--- src/core/rsio_params.svh ---
// Timing constants and reset values for the robot safety I/O logic.
// Assumes a 50 MHz system clock; included by the top module.
`ifndef RSIO_PARAMS_SVH
`define RSIO_PARAMS_SVH
`define RSIO_CLK_HZ 50000000
`define RSIO_DETECT_MS 100
`define RSIO_INPUT_RESP_MS 1200
`define RSIO_OUTPUT_RESP_MS 1000
// Both counts truncate RSIO_CLK_HZ / 1000, exact for a 50 MHz clock
`define RSIO_DETECT_CYC ((`RSIO_CLK_HZ / 1000) * `RSIO_DETECT_MS)
`define RSIO_OUT_RESP_CYC ((`RSIO_CLK_HZ / 1000) * `RSIO_OUTPUT_RESP_MS)
`define RSIO_FILT_W 32
`define RSIO_DECEL_CYC_DEF 100
// Status word in reset: only full speed and closed estop are on
`define RSIO_OUT_RST 7'h05
`endif

--- src/core/rsio_pkg.sv ---
// Types shared by the robot safety I/O logic.
// Assumes rsio_params.svh is on the include path.
package rsio_pkg;
   typedef enum logic [3:0] {
      RSIO_ST_IDLE = 4'h1,
      RSIO_ST_MOVE = 4'h2,
      RSIO_ST_DECEL = 4'h4,
      RSIO_ST_ESTOP = 4'h8
   } rsio_state_e;

   typedef struct packed {
      logic enabling;
      logic mode_b;
      logic force_ctrl;
      logic line_stop;
   } rsio_in_s;

   typedef struct packed {
      logic estop_open;
      logic moving;
      logic decelerating;
      logic reduced;
      logic full_speed;
      logic fault;
      logic estop_closed;
   } rsio_out_s;
endpackage

--- src/core/rsio_safety_io.sv ---
// Safety input qualification, motion permission and status outputs.
// Assumes all inputs are synchronous to sys_clk; channels a and b are
// redundant copies that must agree before an input is accepted.
`timescale 1ns/1ps
`include "rsio_params.svh"

module rsio_safety_io
   import rsio_pkg::*;
#(
   parameter int DETECT_CYC = `RSIO_DETECT_CYC,
   parameter int DECEL_CYC = `RSIO_DECEL_CYC_DEF
) (
   // Clock and reset
   input wire logic sys_clk,
   input wire logic rstn,
   // Dual-channel safety inputs
   input wire logic enabling_switch_in_a,
   input wire logic enabling_switch_in_b,
   input wire logic mode_selector_in_a,
   input wire logic mode_selector_in_b,
   input wire logic force_ctrl_enable_in_a,
   input wire logic force_ctrl_enable_in_b,
   input wire logic line_stop_in_a,
   input wire logic line_stop_in_b,
   // Robot-side conditions
   input wire logic motion_request,
   input wire logic estop_request,
   input wire logic estop_reset,
   input wire logic reduced_request,
   input wire logic system_error,
   // Robot-side commands
   output logic motion_permit,
   output logic force_ctrl_mode,
   output logic verify_mode,
   // Dual-channel safety outputs
   output logic estop_open_out_a,
   output logic estop_open_out_b,
   output logic moving_out_a,
   output logic moving_out_b,
   output logic decelerating_out_a,
   output logic decelerating_out_b,
   output logic reduced_out_a,
   output logic reduced_out_b,
   output logic full_speed_out_a,
   output logic full_speed_out_b,
   output logic fault_out_a,
   output logic fault_out_b,
   output logic estop_closed_out_a,
   output logic estop_closed_out_b
);
   localparam int NIN = 4;
   localparam logic [`RSIO_FILT_W-1:0] DET_MAX =
      `RSIO_FILT_W'(DETECT_CYC - 1);
   localparam logic [`RSIO_FILT_W-1:0] DEC_MAX =
      `RSIO_FILT_W'(DECEL_CYC - 1);

   rsio_in_s raw_a;
   rsio_in_s raw_b;
   rsio_in_s qual;
   rsio_out_s stat;
   rsio_state_e state;
   rsio_state_e next_state;
   logic [`RSIO_FILT_W-1:0] dec_cnt;
   logic stop_req;
   logic go;

   assign raw_a = '{enabling_switch_in_a, mode_selector_in_a,
                    force_ctrl_enable_in_a, line_stop_in_a};
   assign raw_b = '{enabling_switch_in_b, mode_selector_in_b,
                    force_ctrl_enable_in_b, line_stop_in_b};

   // Each input changes only after both channels agree for DETECT_CYC
   // cycles; a disagreement holds the last accepted value.
   genvar gi;
   generate
      for (gi = 0; gi < NIN; gi++) begin : g_filt
         logic [`RSIO_FILT_W-1:0] cnt;
         always_ff @(posedge sys_clk) begin
            if (!rstn) begin
               cnt <= '0;
               qual[gi] <= 1'b0;
            end else if (raw_a[gi] != raw_b[gi] ||
                         raw_a[gi] == qual[gi]) begin
               cnt <= '0;
            end else if (cnt >= DET_MAX) begin
               cnt <= '0;
               qual[gi] <= raw_a[gi];
            end else begin
               cnt <= cnt + 1'b1;
            end
         end
      end
   endgenerate

   // Mode low is position A (normal), high is position B (verification)
   always_ff @(posedge sys_clk) begin
      if (!rstn) begin
         verify_mode <= 1'b0;
         force_ctrl_mode <= 1'b0;
      end else begin
         verify_mode <= qual.mode_b;
         force_ctrl_mode <= qual.force_ctrl;
      end
   end

   // Fully pressed and released both read as not enabled on this pin
   assign go = motion_request &&
               (!qual.mode_b || qual.enabling);
   assign stop_req = qual.line_stop || estop_request;

   always_comb begin
      next_state = state;
      case (state)
         RSIO_ST_IDLE: begin
            if (stop_req) begin
               next_state = RSIO_ST_ESTOP;
            end else if (go) begin
               next_state = RSIO_ST_MOVE;
            end
         end
         RSIO_ST_MOVE: begin
            if (stop_req) begin
               next_state = RSIO_ST_DECEL;
            end else if (!go) begin
               next_state = RSIO_ST_IDLE;
            end
         end
         RSIO_ST_DECEL: begin
            if (dec_cnt >= DEC_MAX) begin
               next_state = RSIO_ST_ESTOP;
            end
         end
         RSIO_ST_ESTOP: begin
            // A stop held by a looped partner never releases
            if (!stop_req && estop_reset) begin
               next_state = RSIO_ST_IDLE;
            end
         end
         default: next_state = RSIO_ST_ESTOP;
      endcase
   end

   always_ff @(posedge sys_clk) begin
      if (!rstn) begin
         state <= RSIO_ST_IDLE;
      end else begin
         state <= next_state;
      end
   end

   // Category 1: drives are braked to standstill before power removal
   always_ff @(posedge sys_clk) begin
      if (!rstn || state != RSIO_ST_DECEL) begin
         dec_cnt <= '0;
      end else begin
         dec_cnt <= dec_cnt + 1'b1;
      end
   end

   always_ff @(posedge sys_clk) begin
      if (!rstn) begin
         motion_permit <= 1'b0;
      end else begin
         motion_permit <= (next_state == RSIO_ST_MOVE);
      end
   end

   assign stat.estop_open = (state == RSIO_ST_ESTOP);
   assign stat.moving = (state == RSIO_ST_MOVE);
   assign stat.decelerating = (state == RSIO_ST_DECEL);
   assign stat.reduced = reduced_request;
   assign stat.full_speed = !reduced_request;
   assign stat.fault = system_error;
   assign stat.estop_closed = !stat.estop_open;

   // Both channels register the same word; one cycle meets the 1000 ms
   always_ff @(posedge sys_clk) begin
      if (!rstn) begin
         {estop_open_out_a, moving_out_a, decelerating_out_a,
          reduced_out_a, full_speed_out_a, fault_out_a,
          estop_closed_out_a} <= `RSIO_OUT_RST;
         {estop_open_out_b, moving_out_b, decelerating_out_b,
          reduced_out_b, full_speed_out_b, fault_out_b,
          estop_closed_out_b} <= `RSIO_OUT_RST;
      end else begin
         {estop_open_out_a, moving_out_a, decelerating_out_a,
          reduced_out_a, full_speed_out_a, fault_out_a,
          estop_closed_out_a} <= stat;
         {estop_open_out_b, moving_out_b, decelerating_out_b,
          reduced_out_b, full_speed_out_b, fault_out_b,
          estop_closed_out_b} <= stat;
      end
   end

   AST_ESTOP_NOT: assert property (
      @(posedge sys_clk) disable iff (!rstn)
      estop_closed_out_a == !estop_open_out_a)
      else $error("estop closed not inverse of open");
   AST_REDUCED_EXCL: assert property (
      @(posedge sys_clk) disable iff (!rstn)
      !(reduced_out_a && full_speed_out_a))
      else $error("reduced and full speed both set");
   AST_VERIFY_GATE: assert property (
      @(posedge sys_clk) disable iff (!rstn)
      (qual.mode_b && !qual.enabling) |=> !motion_permit)
      else $error("motion permitted without enabling");
   AST_PAUSE: assert property (
      @(posedge sys_clk) disable iff (!rstn)
      (state == RSIO_ST_MOVE && qual.mode_b && $fell(qual.enabling)
       && !stop_req) |-> (next_state == RSIO_ST_IDLE))
      else $error("motion did not pause");
   AST_MODE: assert property (
      @(posedge sys_clk) disable iff (!rstn)
      ##1 verify_mode == $past(qual.mode_b))
      else $error("verify mode does not follow selector");
   AST_STOP_DECEL: assert property (
      @(posedge sys_clk) disable iff (!rstn)
      (state == RSIO_ST_MOVE && stop_req) |=> ##1 decelerating_out_a)
      else $error("decelerating output missing");
   AST_ESTOP_OUT: assert property (
      @(posedge sys_clk) disable iff (!rstn)
      (state == RSIO_ST_ESTOP) |=> estop_open_out_a)
      else $error("estop output missing");
   AST_FAULT: assert property (
      @(posedge sys_clk) disable iff (!rstn)
      system_error |=> fault_out_b)
      else $error("fault output missing");
   AST_LATCH: assert property (
      @(posedge sys_clk) disable iff (!rstn)
      (state == RSIO_ST_ESTOP && stop_req) |=> (state == RSIO_ST_ESTOP))
      else $error("estop released while stop held");
endmodule // rsio_safety_io
--- config.mk ---
export PLATFORM = sky130hd
export DESIGN_NAME = rsio_safety_io
export DESIGN_NICKNAME = d
export VERILOG_FILES = /design/src/core/rsio_pkg.sv /design/src/core/rsio_safety_io.sv
export VERILOG_INCLUDE_DIRS = /design/src /design/src/core
export SDC_FILE = /design/constraint.sdc
export NUM_CORES = 1
export LEC_CHECK = 0
export BUFFER_PORTS_ARGS = -buffer_cell sky130_fd_sc_hd__buf_2
export CORE_AREA = 5 5 121 123
export CTS_CLUSTER_SIZE = 28
export DETAILED_ROUTE_END_ITERATION = 8
export DIE_AREA = 0 0 126 128
export PLACE_DENSITY = 0.77
export SETUP_SLACK_MARGIN = 0.05
export SLEW_MARGIN = 20
export SYNTH_ARGS = -nofsm -noshare
export SYNTH_HDL_FRONTEND = slang
export SYNTH_SLANG_ARGS = --single-unit
--- constraint.sdc ---
create_clock -name sys_clk -period 3.7 [get_ports sys_clk]
set_clock_uncertainty 0.1 [all_clocks]
set_input_delay 0.37 -clock sys_clk [delete_from_list [all_inputs] [get_ports sys_clk]]
set_output_delay 0.37 -clock sys_clk [all_outputs]
set_load 0.03 [all_outputs]
==> metrics.csv <==
metric,value,unit
P_leak,2.97,nW
layout cells sized above 1,8.28,%
"count leader, synth",dfxtp_1,
Crit path required time,3.95,ns
vias in the first global route,5137,
post-synth cell types,49,
GR peak layer,met2,
Fin. Hold Viols,0,
Worst Slack Setup Final,1.09,ns
Clock Tree Buf Depth,2,
Die H,128,um
GRT Resource Usage Total,17.0,%
worst-margin pin slew,0.922,ns
number of diodes,0,
Post-synth top cells,"dfxtp_1, nor2_1, xor2_1",
CP Max Fanout,23,
largest cells by area after synthesis,"dfxtp_1, xor2_1, nor2_1, nand4_1, nand2_1",
CTS root buf,clkbuf_16,
Synth async-reset ratio,0,%
Hold WC Path Type,input pin to flip-flop,
Final GP Congestion,0.787,
initial antenna violation count,1,
final wirelength,13000,um
setup repair bufs after CTS,0,
M2 GR Usage,27.4,%
post-route ant nets,0,
Min Hold Slack,0.0196,ns
met1 Use GR,21.4,%
synthesized area,7260,um^2
drt first-iter violations,301,
crit share post-route,70.6,%
post-synthesis area per instance,9.03,um^2
Detailed Routing Iterations Pass 1,5,
Mapped Cells,804,
CTS buffer count,17,
Core Area,13600,um^2
max-slew violations,0,
Clock Latency Late Sink,0.43,ns
Vias,5442,
endpoint class of the critical path,flip-flop,
dpl hpwl,8700,um
CP startpoint kind,flip-flop,
Avg WL per Cell,12.4,um
DRC viols,0,
Crit Path Class,flip-flop to flip-flop,
placed inst area,7590,um^2
Nets,877,
"CTS clk-pin slew, worst paths",0.07,ns
first-pass GRT wire length,22700,um
max cap viols,0,
clock sink count,178,
IO buf count,31,
fillcell total,1167,
largest net degree at the start of global routing,28,
Cell Pwr Density,466,nW/um^2
"Arr. time, crit path",2.86,ns
Post-synth EDFFs,0,
final instance area,8180,um^2
setup_tns,0,ns
Die W,126,um
Ys Warns,0,
final setup vio count,0,
Max-slew headroom,38.0,%
register area share after synthesis,49.1,%
"area leader, netlist",dfxtp_1,
drt via density,5.18,
Max Fclk,383,MHz
GRT overflow,0,
Peak VDD IR,0.340,mV
RSZ-0062 raised after global routing,no,
CTS tree,built,
io pins,32,
initial core utilization,53.6,%
die footprint,16100,um^2
CTS H-tree depth,4,
status,completed,
ys flop type,dfxtp_1,
# hold bufs at CTS,0,
Synth top area share,49.1,%
Rows,43,
Setup WS pre-CTS,1.14,ns
M3 GR Usage,5.08,%
Resize count post-CTS,0,
minimum clock period,2.61,ns
post-synthesis register bit count,178,
Area growth syn-to-layout,12.6,%
cell usage in the layout, fill, tap and decap left out, types with 3 or more instances in the layout:
cell / netlist / routed
a21o_1: 3 / 3
inv_6: 0 / 5
xor2_1: 79 / 79
and3_1: 25 / 25
and4_1: 8 / 8
or4_1: 3 / 3
nor2_1: 146 / 146
or3_1: 8 / 8
nand2_1: 62 / 62
a21oi_1: 14 / 14
inv_1: 17 / 17
clkbuf_16: 0 / 17
nor2b_1: 3 / 3
a21boi_0: 4 / 4
nor4_1: 14 / 14
o22ai_1: 3 / 3
o2111ai_1: 3 / 3
clkinv_2: 0 / 3
dfxtp_1: 178 / 178
nor4bb_1: 9 / 9
a211o_1: 3 / 3
o211ai_1: 8 / 8
buf_2: 7 / 31
nor3_1: 14 / 14
xnor2_1: 26 / 26
nor4b_1: 3 / 3
nor3_2: 3 / 3
and2_1: 10 / 10
or4b_1: 3 / 3
ha_1: 5 / 5
conb_1: 1 / 36
nand4_1: 42 / 42
nand3_1: 45 / 45
o21ai_0: 9 / 9
metrics by stage:
step                total power, W  cells  utilization (%)
floorplan                  0.00205    839                -
global placement           0.00207   1018             56.0
detailed placement         0.00207   1018             56.0
CTS                        0.00385   1050             60.3
global route               0.00395   1050             60.3
finish                     0.00381   1050             60.3
metal layers:
layer | part of all wire [%] | vias to the layer above
li1 | - | 2835
met1 | 48 | 2501
met2 | 46 | 84
met3 | 3.5 | 20
met4 | 1.9 | 2
met5 | 0.054 | -
power by group:
group | switching (W) | leakage (nW) | internal [W]
Combinational | 0.0000450 | 1.23 | 0.0000236
Sequential | 0.0000142 | 1.45 | 0.00195
Clock | 0.000762 | 0.288 | 0.00102
Total | 0.000822 | 2.97 | 0.00299
worst max-delay path, cell delays in order, from the launching register on:
cell	delay, ns
dfxtp_1	0.34
ha_1	0.24
and3_1	0.26
a311oi_2	0.30
o22ai_1	0.14
or4b_1	0.93
nor2_1	0.23
kinds of logic after synthesis:
| kind of cell | Yosys count | synth area share (%) |
|---|---|---|
| adders and majority gates | 5 | 0.862 |
| buffers and inverters | 51 | 3.64 |
| and+or+nand+nor | 403 | 27.8 |
| DFF | 178 | 49.1 |
| xor gates and xnor gates | 105 | 12.7 |
| other | 1 | 0.0516 |
| AOI/OAI and AO/OA | 61 | 5.88 |
worst paths after layout:
kind | from | to | slack, ns | cells past startpoint
min reg2reg | g_filt[1].cnt[0] | g_filt[1].cnt[0] | 0.35 | 1
min | reduced_request | full_speed_out_b | 0.02 | 2
max | g_filt[0].cnt[0] | g_filt[0].cnt[2] | 1.09 | 6
max reg2reg | g_filt[0].cnt[0] | g_filt[0].cnt[2] | 1.09 | 6
flip-flops by register name (all words and copies together) (netlist names), 4 cells and up:
name        count
state           4
dec_cnt        32
g_filt.cnt    128
qual            4
final cells by class:
type,count,area [um^2],share of cell area (%)
Timing Repair Buffer,33,170,2.08
Clock inverter,14,151,1.85
Multi-Input combinational cell,610,3560,43.6
Tap cell,180,225,2.75
Inverter,17,63.8,0.780
Clock buffer,18,439,5.37
Sequential cell,178,3560,43.6
Power figures use the tool's default switching activity.
